## src/hdl/lfc_pkg.sv

```systemverilog
package lfc_pkg;
  // ----------------------------------------
  // serial addresses and control byte layout
  // ----------------------------------------
  localparam logic [7:0] ADDR_WRITE = 8'h94;
  localparam logic [7:0] ADDR_READ = 8'h95;
  localparam int CMD_MSB_POS = 7;
  localparam int CMD_LSB_POS = 5;
  localparam int SEL_BIT_POS = 4;
  localparam int GATE_BIT_POS = 2;
  localparam int BYTE_BITS = 8;
  localparam logic [2:0] CMD_BOOST = 3'h0;
  localparam logic [2:0] CMD_SINK1 = 3'h1;
  localparam logic [2:0] CMD_SINK4 = 3'h4;
  localparam logic [2:0] CMD_RESERVED = 3'h5;
  localparam logic [2:0] CMD_FLASH = 3'h6;
  localparam logic [2:0] CMD_MOVIE = 3'h7;
  localparam logic [2:0] STATUS_PAD = 3'h0;
  localparam int SINK_COUNT = 4;

  // ----------------------------------------
  // timing
  // ----------------------------------------
  localparam int CLK_HZ = 40_000_000;
  localparam int FLASH_STEP_MS = 500;
  localparam int FLASH_STEP_CYCLES = CLK_HZ / 1000 * FLASH_STEP_MS;
  localparam int FLASH_CNT_W = 25;

  // ----------------------------------------
  // stored settings
  // ----------------------------------------
  typedef struct packed {
    logic [3:0] boost_voltage_code;
    logic [SINK_COUNT-1:0][4:0] sink_current_code;
    logic [4:0] flash_current_code;
    logic [3:0] movie_current_code;
    logic movie_gated;
    logic [1:0] flash_duration;
  } lfc_cfg_t;

  localparam lfc_cfg_t CFG_RESET = '0;

  // ----------------------------------------
  // synchronised pin inputs
  // ----------------------------------------
  typedef struct packed {
    logic [4:0] short_det;
    logic [4:0] open_det;
    logic over_temp;
    logic undervoltage_lockout;
    logic movie_on;
    logic flash_enable;
    logic sda;
    logic scl;
  } lfc_pins_t;

  typedef enum logic [7:0] {
    ST_IDLE = 8'h01,
    ST_ADDR = 8'h02,
    ST_AACK = 8'h04,
    ST_WDATA = 8'h08,
    ST_WACK = 8'h10,
    ST_RDATA = 8'h20,
    ST_RACK = 8'h40,
    ST_SKIP = 8'h80
  } lfc_state_t;
endpackage : lfc_pkg

```

## src/hdl/lfc_core.sv

```systemverilog
// Operation
// - boost output code 3.8V to 5.2V in 100mV steps, written serially
// - boost stays off while code zero; rectifier on while code zero if any sink drives current
// - flash sink gets movie level up to 160mA, flash up to 320mA
// - flash mode entered only by flash enable rising; code alone never flashes
// - duration timer 0.5s to 2.0s ends flash even with enable high
// - flash setting wins over movie setting when both requested
// - four independent five-bit sink codes, off or 31 levels
// - everything disabled while undervoltage lockout indication is active
// - standby when all off and inputs low, serial port still ready
// - open and short indications merged into one fault bit per sink
// - fault detection only for enabled sinks with nonzero code
// - read at 0x95 latches fault bits then shifts them out
// - over temperature turns everything off, restart via soft start
// - default source drives movie current once nonzero code written
// - gated source drives movie current only while movie input high
// - slave only, serial clock never driven
// - control byte is three-bit command plus five-bit data
// - START/STOP framing, ninth clock carries receiver acknowledge
// - command msb first; 000 voltage, 001-100 sinks, 110 flash, 111 movie
// - command 111 with bit4 clear stores four-bit movie code
// - flash ends on enable low or timeout, movie level resumes
// - command 111 with bit4 set, bit2 selects movie gating
// - low two bits select 0.5s, 1.0s, 1.5s or 2.0s
// - status byte flash fault bit4, sinks four to one bits3 to 0
`timescale 1ns/1ps
`default_nettype none
module lfc_core #(
  parameter int FLASH_STEP = lfc_pkg::FLASH_STEP_CYCLES
) (
  input wire logic REF_CLK,
  input wire logic RST_N,
  input wire logic SCL,
  input wire logic SDA_IN,
  output logic SDA_OUT,
  output logic SDA_OE,
  input wire logic FLASH_ENABLE_INPUT,
  input wire logic MOVIE_ON_INPUT,
  input wire logic UNDERVOLTAGE_LOCKOUT,
  input wire logic OVER_TEMP,
  input wire logic [4:0] OPEN_DETECT,
  input wire logic [4:0] SHORT_DETECT,
  output logic [3:0] BOOST_VOLTAGE_CODE,
  output logic BOOST_ENABLE,
  output logic SYNC_RECT_ON,
  output logic [19:0] LED_SINK_CODE,
  output logic [4:0] FLASH_SINK_CODE,
  output logic FLASH_MODE,
  output logic MOVIE_MODE,
  output logic [4:0] DETECT_ENABLE,
  output logic STANDBY
);
  // ----------------------------------------
  // input synchronisers
  // ----------------------------------------
  lfc_pkg::lfc_pins_t pin_meta;
  lfc_pkg::lfc_pins_t pin_s;
  lfc_pkg::lfc_pins_t pin_raw;

  assign pin_raw = '{short_det: SHORT_DETECT, open_det: OPEN_DETECT, over_temp: OVER_TEMP,
                     undervoltage_lockout: UNDERVOLTAGE_LOCKOUT, movie_on: MOVIE_ON_INPUT,
                     flash_enable: FLASH_ENABLE_INPUT, sda: SDA_IN, scl: SCL};

  always_ff @(posedge REF_CLK or negedge RST_N) begin
    if (!RST_N) begin
      pin_meta <= '{scl: 1'b1, sda: 1'b1, default: '0}; // bus lines idle high
      pin_s <= '{scl: 1'b1, sda: 1'b1, default: '0};
    end else begin
      pin_meta <= pin_raw;
      pin_s <= pin_meta;
    end
  end

  // ----------------------------------------
  // control byte decode
  // ----------------------------------------
  function automatic lfc_pkg::lfc_cfg_t apply_byte(input lfc_pkg::lfc_cfg_t cur,
                                                   input logic [7:0] b);
    lfc_pkg::lfc_cfg_t res;
    logic [2:0] cmd;
    logic [4:0] data;
    res = cur;
    cmd = b[lfc_pkg::CMD_MSB_POS:lfc_pkg::CMD_LSB_POS];
    data = b[lfc_pkg::SEL_BIT_POS:0];
    if (cmd == lfc_pkg::CMD_BOOST) begin
      if (!data[lfc_pkg::SEL_BIT_POS]) begin
        res.boost_voltage_code = data[3:0];
      end
    end else if (cmd >= lfc_pkg::CMD_SINK1 && cmd <= lfc_pkg::CMD_SINK4) begin
      res.sink_current_code[cmd - lfc_pkg::CMD_SINK1] = data;
    end else if (cmd == lfc_pkg::CMD_FLASH) begin
      res.flash_current_code = data;
    end else if (cmd == lfc_pkg::CMD_MOVIE) begin
      if (!data[lfc_pkg::SEL_BIT_POS]) begin
        res.movie_current_code = data[3:0];
      end else begin
        res.movie_gated = data[lfc_pkg::GATE_BIT_POS];
        res.flash_duration = data[1:0];
      end
    end
    // reserved 101 and 000 with bit4 set fall through untouched
    return res;
  endfunction : apply_byte

  // ----------------------------------------
  // serial slave
  // ----------------------------------------
  lfc_pkg::lfc_state_t state;
  lfc_pkg::lfc_state_t next_state;
  lfc_pkg::lfc_cfg_t cfg;
  lfc_pkg::lfc_cfg_t next_cfg;
  logic scl_d;
  logic sda_d;
  logic [7:0] rx_shift;
  logic [7:0] next_rx_shift;
  logic [7:0] tx_shift;
  logic [7:0] next_tx_shift;
  logic [3:0] bit_cnt;
  logic [3:0] next_bit_cnt;
  logic drive;
  logic next_drive;
  logic drive_bit;
  logic next_drive_bit;
  logic is_read;
  logic next_is_read;
  logic [7:0] status;
  logic [7:0] next_status;
  logic scl_rise;
  logic scl_fall;
  logic start_cond;
  logic stop_cond;
  logic lockout;
  logic [4:0] fault;

  assign scl_rise = pin_s.scl & ~scl_d;
  assign scl_fall = ~pin_s.scl & scl_d;
  assign start_cond = pin_s.scl & scl_d & sda_d & ~pin_s.sda;
  assign stop_cond = pin_s.scl & scl_d & ~sda_d & pin_s.sda;
  assign lockout = pin_s.undervoltage_lockout | pin_s.over_temp;

  always_comb begin
    next_state = state;
    next_cfg = cfg;
    next_rx_shift = rx_shift;
    next_tx_shift = tx_shift;
    next_bit_cnt = bit_cnt;
    next_drive = drive;
    next_drive_bit = drive_bit;
    next_is_read = is_read;
    next_status = status;
    if (start_cond) begin
      next_state = lfc_pkg::ST_ADDR;
      next_bit_cnt = '0;
      next_drive = 1'b0;
    end else if (stop_cond) begin
      next_state = lfc_pkg::ST_IDLE;
      next_drive = 1'b0;
    end else begin
      unique case (state)
        lfc_pkg::ST_IDLE, lfc_pkg::ST_SKIP: begin
          next_drive = 1'b0;
        end
        lfc_pkg::ST_ADDR: begin
          if (scl_rise) begin
            next_rx_shift = {rx_shift[6:0], pin_s.sda};
            next_bit_cnt = bit_cnt + 4'h1;
          end else if (scl_fall && bit_cnt == 4'(lfc_pkg::BYTE_BITS)) begin
            if (rx_shift == lfc_pkg::ADDR_WRITE) begin
              next_state = lfc_pkg::ST_AACK;
              next_is_read = 1'b0;
              next_drive = 1'b1;
              next_drive_bit = 1'b0;
            end else if (rx_shift == lfc_pkg::ADDR_READ) begin
              next_state = lfc_pkg::ST_AACK;
              next_is_read = 1'b1;
              next_drive = 1'b1;
              next_drive_bit = 1'b0;
              next_status = {lfc_pkg::STATUS_PAD, fault};
            end else begin
              next_state = lfc_pkg::ST_SKIP;
            end
          end
        end
        lfc_pkg::ST_AACK: begin
          if (scl_fall) begin
            next_bit_cnt = '0;
            if (is_read) begin
              next_state = lfc_pkg::ST_RDATA;
              next_tx_shift = status;
              next_drive_bit = status[7];
            end else begin
              next_state = lfc_pkg::ST_WDATA;
              next_drive = 1'b0;
            end
          end
        end
        lfc_pkg::ST_WDATA: begin
          if (scl_rise) begin
            next_rx_shift = {rx_shift[6:0], pin_s.sda};
            next_bit_cnt = bit_cnt + 4'h1;
          end else if (scl_fall && bit_cnt == 4'(lfc_pkg::BYTE_BITS)) begin
            next_state = lfc_pkg::ST_WACK;
            next_drive = 1'b1;
            next_drive_bit = 1'b0;
            next_cfg = apply_byte(cfg, rx_shift);
          end
        end
        lfc_pkg::ST_WACK: begin
          if (scl_fall) begin
            next_state = lfc_pkg::ST_SKIP;
            next_drive = 1'b0;
          end
        end
        lfc_pkg::ST_RDATA: begin
          if (scl_fall) begin
            if (bit_cnt == 4'(lfc_pkg::BYTE_BITS - 1)) begin
              next_state = lfc_pkg::ST_RACK;
              next_drive = 1'b0;
            end else begin
              next_bit_cnt = bit_cnt + 4'h1;
              next_tx_shift = {tx_shift[6:0], 1'b0};
              next_drive_bit = tx_shift[6];
            end
          end
        end
        lfc_pkg::ST_RACK: begin
          if (scl_rise) begin
            next_is_read = ~pin_s.sda;
          end else if (scl_fall) begin
            if (is_read) begin
              next_state = lfc_pkg::ST_RDATA;
              next_bit_cnt = '0;
              next_status = {lfc_pkg::STATUS_PAD, fault};
              next_tx_shift = {lfc_pkg::STATUS_PAD, fault};
              next_drive_bit = lfc_pkg::STATUS_PAD[2];
              next_drive = 1'b1;
            end else begin
              next_state = lfc_pkg::ST_SKIP;
            end
          end
        end
        default: begin
          next_state = lfc_pkg::ST_IDLE;
          next_drive = 1'b0;
        end
      endcase
    end
    if (pin_s.undervoltage_lockout) begin
      next_cfg = lfc_pkg::CFG_RESET;
    end
  end

  always_ff @(posedge REF_CLK or negedge RST_N) begin
    if (!RST_N) begin
      state <= lfc_pkg::ST_IDLE;
      cfg <= lfc_pkg::CFG_RESET;
      scl_d <= 1'b1;
      sda_d <= 1'b1;
      rx_shift <= '0;
      tx_shift <= '0;
      bit_cnt <= '0;
      drive <= 1'b0;
      drive_bit <= 1'b0;
      is_read <= 1'b0;
      status <= '0;
    end else begin
      state <= next_state;
      cfg <= next_cfg;
      scl_d <= pin_s.scl;
      sda_d <= pin_s.sda;
      rx_shift <= next_rx_shift;
      tx_shift <= next_tx_shift;
      bit_cnt <= next_bit_cnt;
      drive <= next_drive;
      drive_bit <= next_drive_bit;
      is_read <= next_is_read;
      status <= next_status;
    end
  end

  // ----------------------------------------
  // flash and movie arbitration
  // ----------------------------------------
  logic flash_enable_input_d;
  logic flash_active;
  logic next_flash_active;
  logic [lfc_pkg::FLASH_CNT_W-1:0] tick;
  logic [lfc_pkg::FLASH_CNT_W-1:0] next_tick;
  logic [1:0] step;
  logic [1:0] next_step;
  logic movie_req;
  logic [4:0] applied;
  logic [4:0] sink_on;
  logic [4:0] det_en;

  assign movie_req = (cfg.movie_current_code != 4'h0) &&
                     (!cfg.movie_gated || pin_s.movie_on);

  always_comb begin
    next_flash_active = flash_active;
    next_tick = tick;
    next_step = step;
    if (lockout || !pin_s.flash_enable) begin
      next_flash_active = 1'b0;
    end else if (!flash_enable_input_d) begin
      next_flash_active = 1'b1;
      next_tick = '0;
      next_step = '0;
    end else if (flash_active) begin
      if (tick == lfc_pkg::FLASH_CNT_W'(FLASH_STEP - 1)) begin
        next_tick = '0;
        next_step = step + 2'h1;
        if (step == cfg.flash_duration) begin
          next_flash_active = 1'b0;
        end
      end else begin
        next_tick = tick + lfc_pkg::FLASH_CNT_W'(1);
      end
    end
    if (flash_active) begin
      applied = cfg.flash_current_code;
    end else if (movie_req) begin
      applied = {1'b0, cfg.movie_current_code};
    end else begin
      applied = '0;
    end
  end

  genvar gi;
  generate
    for (gi = 0; gi < lfc_pkg::SINK_COUNT; gi++) begin : g_sink
      assign sink_on[gi] = (cfg.sink_current_code[gi] != 5'h00) && !lockout;
    end
  endgenerate
  assign sink_on[lfc_pkg::SINK_COUNT] = (applied != 5'h00) && !lockout;
  assign det_en = sink_on;
  assign fault = det_en & (pin_s.open_det | pin_s.short_det);

  // ----------------------------------------
  // output registers
  // ----------------------------------------
  always_ff @(posedge REF_CLK or negedge RST_N) begin
    if (!RST_N) begin
      flash_enable_input_d <= 1'b0;
      flash_active <= 1'b0;
      tick <= '0;
      step <= '0;
      SDA_OUT <= 1'b0;
      SDA_OE <= 1'b0;
      BOOST_VOLTAGE_CODE <= '0;
      BOOST_ENABLE <= 1'b0;
      SYNC_RECT_ON <= 1'b0;
      LED_SINK_CODE <= '0;
      FLASH_SINK_CODE <= '0;
      FLASH_MODE <= 1'b0;
      MOVIE_MODE <= 1'b0;
      DETECT_ENABLE <= '0;
      STANDBY <= 1'b1;
    end else begin
      flash_enable_input_d <= pin_s.flash_enable;
      flash_active <= next_flash_active;
      tick <= next_tick;
      step <= next_step;
      SDA_OUT <= drive_bit;
      SDA_OE <= drive & ~drive_bit;
      BOOST_VOLTAGE_CODE <= lockout ? 4'h0 : cfg.boost_voltage_code;
      BOOST_ENABLE <= (cfg.boost_voltage_code != 4'h0) && !lockout;
      SYNC_RECT_ON <= (cfg.boost_voltage_code == 4'h0) && (sink_on != 5'h00);
      LED_SINK_CODE <= lockout ? 20'h00000 : cfg.sink_current_code;
      FLASH_SINK_CODE <= lockout ? 5'h00 : applied;
      FLASH_MODE <= flash_active;
      MOVIE_MODE <= movie_req && !flash_active && !lockout;
      DETECT_ENABLE <= det_en;
      STANDBY <= (cfg.boost_voltage_code == 4'h0) && (sink_on == 5'h00) &&
                 !pin_s.flash_enable && !pin_s.movie_on;
    end
  end
endmodule : lfc_core
`default_nettype wire

```

## config.mk

```make
export PLATFORM = sky130hd
export DESIGN_NAME = lfc_core
export DESIGN_NICKNAME = d
export VERILOG_FILES = /design/src/hdl/lfc_pkg.sv /design/src/hdl/lfc_core.sv
export SDC_FILE = /design/constraint.sdc
export NUM_CORES = 1
export LEC_CHECK = 0
export BUFFER_PORTS_ARGS = -buffer_cell sky130_fd_sc_hd__buf_2
export CORE_MARGIN = 2
export CORE_UTILIZATION = 49
export CTS_CLUSTER_DIAMETER = 150
export CTS_CLUSTER_SIZE = 25
export DETAILED_ROUTE_END_ITERATION = 7
export PLACE_DENSITY = 0.67
export SLEW_MARGIN = 10
export SYNTH_ARGS = -nofsm -noshare
export SYNTH_HDL_FRONTEND = slang
export SYNTH_SLANG_ARGS = --single-unit
```

## constraint.sdc

```tcl
create_clock -name REF_CLK -period 4.1 [get_ports REF_CLK]
set_input_delay 0.82 -clock REF_CLK [delete_from_list [all_inputs] [get_ports REF_CLK]]
set_output_delay 0.82 -clock REF_CLK [all_outputs]
set_load 0.05 [all_outputs]
```

==> flow_metrics.py <==
metrics = {
    "critical_path": {
        "rr_worst_depth": 5,
        "crit_path_end_kind": "flop",
        "crit_type": "flop to flop",
        "required_ps": 4430,
        "r2r_slack_ps": 1260,
        "crit_fanout": 10,
        "worst_setup_path_start_kind": "flop",
        "arrival_ps": 3180,
    },
    "die": {
        "die_width_um": 129,
        "rows": 45,
        "die_y_um": 129,
        "die-area_um2": 16600,
        "boundaryPins": 59,
        "core_area_um2": 15200,
        "start_util_pct": 50.3,
    },
    "synthesis": {
        "syn-num-nets": 688,
        "synthTopCellsByCount": "167 x dfrtp_1, 53 x nor2_1, 35 x nand2b_1",
        "synth_most_common_cell": "dfrtp_1",
        "ys_warn_count": 0,
        "yosysSeqAreaShare_pct": 57.4,
        "ys_ff_latch": 175,
        "yosys-top-cells-area": "dfrtp_1 55%, mux2_2 4.1%, mux2i_1 3.4%",
        "synthCells": 665,
        "syn_area_um2": 7640,
        "async_flop_share_pct": 100,
        "avgSynthCellArea_um2": 11.5,
        "synth_top_area_share_pct": 54.7,
        "ys_types": 69,
        "ys.flop_type": "dfrtp_1",
        "synth_edf_count": 0,
        "yosysTopAreaCell": "dfrtp_1",
    },
    "clock_tree": {
        "cts_root_buf": "clkbuf_16",
        "cts_setup_buffers": 0,
        "cts_max_path_buffers": 2,
        "cts_num_sinks": 175,
        "cts_resized": 0,
        "htree_num_levels": 4,
        "cts_buffers": 17,
        "path_clk_slew_ps": 70,
        "cts_tree": "built",
        "ctsHoldBuffers": 0,
        "worstSkewPairLatency_ps": 420,
    },
    "routing": {
        "wl_per_cell_um": 17.7,
        "drtAntennaViolNets": 0,
        "routed-wl-met3_um": 483,
        "totalWireLength_um": 16400,
        "vias_per_cell": 5.70,
        "wl_met1_um": 7600,
        "first_pass_iters": 5,
        "wl_met2_um": 7950,
        "num_vias": 5262,
        "drc_errors": 0,
        "drt_iter0_markers": 328,
        "top_layer": "met4",
    },
    "grt": {
        "grtUsageTotal_pct": 20.9,
        "grt_pass1_wl_um": 27300,
        "grt_max_degree": 94,
        "gr-total-overflow": 0,
        "grt_pass1_vias": 5377,
        "antenna_found_initial": 0,
    },
    "sta": {
        "maxSlewViolCount": 0,
        "period_share_pct": 69.4,
        "slew-limit-headroom_pct": 45.6,
        "setup_violations": 0,
        "rsz0062_at_grt": "no",
        "fin_skew_ps": 11.3,
        "layout_setup_ws_ps": 1260,
        "min_period_ps": 2840,
        "whs_ps": 349,
        "setup_tns_ps": 0,
        "worstMarginPinSlew_ps": 816,
        "fmax_mhz": 352,
        "finalHoldViolCount": 0,
    },
    "layout": {
        "num-nets-final": 745,
        "diodes": 0,
        "regArea_um2": 4390,
        "syn_to_final_growth_pct": 14.0,
        "fin_area_um2": 8710,
        "drive_gt1_share_pct": 20.8,
        "multiInputGateArea_um2": 3040,
        "fill_cells": 1233,
    },
    "power": {
        "power.leakage_nw": 4.17,
        "ir_worst_vdd_v": 0.000365,
        "pwr_density_cell_nw_per_um2": 413,
    },
    "min_path": {
        "hold_depth": 0,
        "min_path_type": "flop to flop",
    },
    "placed_design": {
        "pre_cts_slack_ps": 1310,
        "dpl_cell_area_um2": 8110,
        "dp_hpwl_um": 11500,
        "portBuffers": 58,
        "finalWeightedCongestion": 0.927,
    },
    "job": {
        "cap_violations": 0,
    },
    "outcome": {
        "status": "finished clean",
    },
}
kinds of logic (layout without fill, tap and decap cells):
group | Yosys count | count (layout) | share of synthesized area [%]
simple gates | 260 | 260 | 19.8
fa+ha+maj | 5 | 5 | 0.819
xor+xnor | 25 | 25 | 2.87
buf+inv | 52 | 122 | 2.78
compound gates | 93 | 93 | 8.60
mux | 55 | 55 | 7.73
flops | 175 | 175 | 57.4
final timing paths:
path,startpoint,end
worst min register to register,pin_meta[4],pin_s[4]
worst min-delay path,pin_meta[4],pin_s[4]
max in group asynchronous,RST_N,state[0]
min in group asynchronous,RST_N,LED_SINK_CODE[11]
worst max register to register,state[1],cfg[12]
worst max-delay path,state[1],cfg[12]
worst max-delay path, cell delays in order (launching register included):
cell     delay [ps]
dfrtp_1         490
nor4b_1         700
nand4_1         360
nor4_4          500
and4b_1         450
mux2i_1         250
where the power goes:
group          leakage [nW]  internal, mW  total [mW]  switching (mW)
logic                  1.52        0.0480       0.142          0.0935
clock network         0.302         0.972        1.66           0.691
registers              2.34          1.76        1.79          0.0314
metal layers:
metal / track usage, % / vias to the layer above
met5: 0 / -
met4: 7.03 / 0
met3: 3.49 / 30
met2: 34.9 / 134
met1: 28.1 / 2621
li1: - / 2477
cell type report:
cell class              instances  area share, %
clock inverters                14           2.04
clock buffers                  18           4.92
multi-input cells             438           34.9
well taps                     188           2.70
inverters                      25           1.08
repair buffers                 65           4.01
flip-flops and latches        175           50.4
sequential cells by signal, summed over array words and instances, names as in the netlist, 2 cells and up:
| register | cells |
|---|---|
| tick | 25 |
| pin_s | 16 |
| status | 5 |
| DETECT_ENABLE | 5 |
| FLASH_SINK_CODE | 5 |
| step | 2 |
| state | 8 |
| cfg | 36 |
| BOOST_VOLTAGE_CODE | 4 |
| tx_shift | 7 |
| pin_meta | 16 |
| rx_shift | 8 |
| bit_cnt | 4 |
| LED_SINK_CODE | 20 |
layout by cell type, fill, tap and decap left out, types with 4 or more instances in the layout:
master,n
nand3_1,13
nor3_1,13
nor4b_1,6
and3_1,9
a21oi_1,12
nor2b_1,8
and2_1,28
buf_4,7
o22ai_1,7
inv_1,24
or2_2,4
mux2i_1,26
xnor2_1,15
buf_2,57
o211ai_1,4
or4_1,8
nor4_1,8
nor2_1,53
nor3b_1,4
inv_6,5
xor2_1,10
clkbuf_16,17
a22oi_1,6
o21ai_0,23
nand4_1,18
nand2_1,29
mux2_2,28
ha_1,5
o31ai_1,5
dfstp_2,8
nand2b_1,35
dfrtp_1,167
metrics by stage:
stage               cells  total power, mW  util, %
floorplan             665             1.90        -
global placement      891             1.96     53.3
detailed placement    891             1.97     53.3
CTS                   923             3.63     57.3
global route          923             3.73     57.3
finish                923             3.60     57.3
Note: power is estimated with default switching activity, not from simulation.
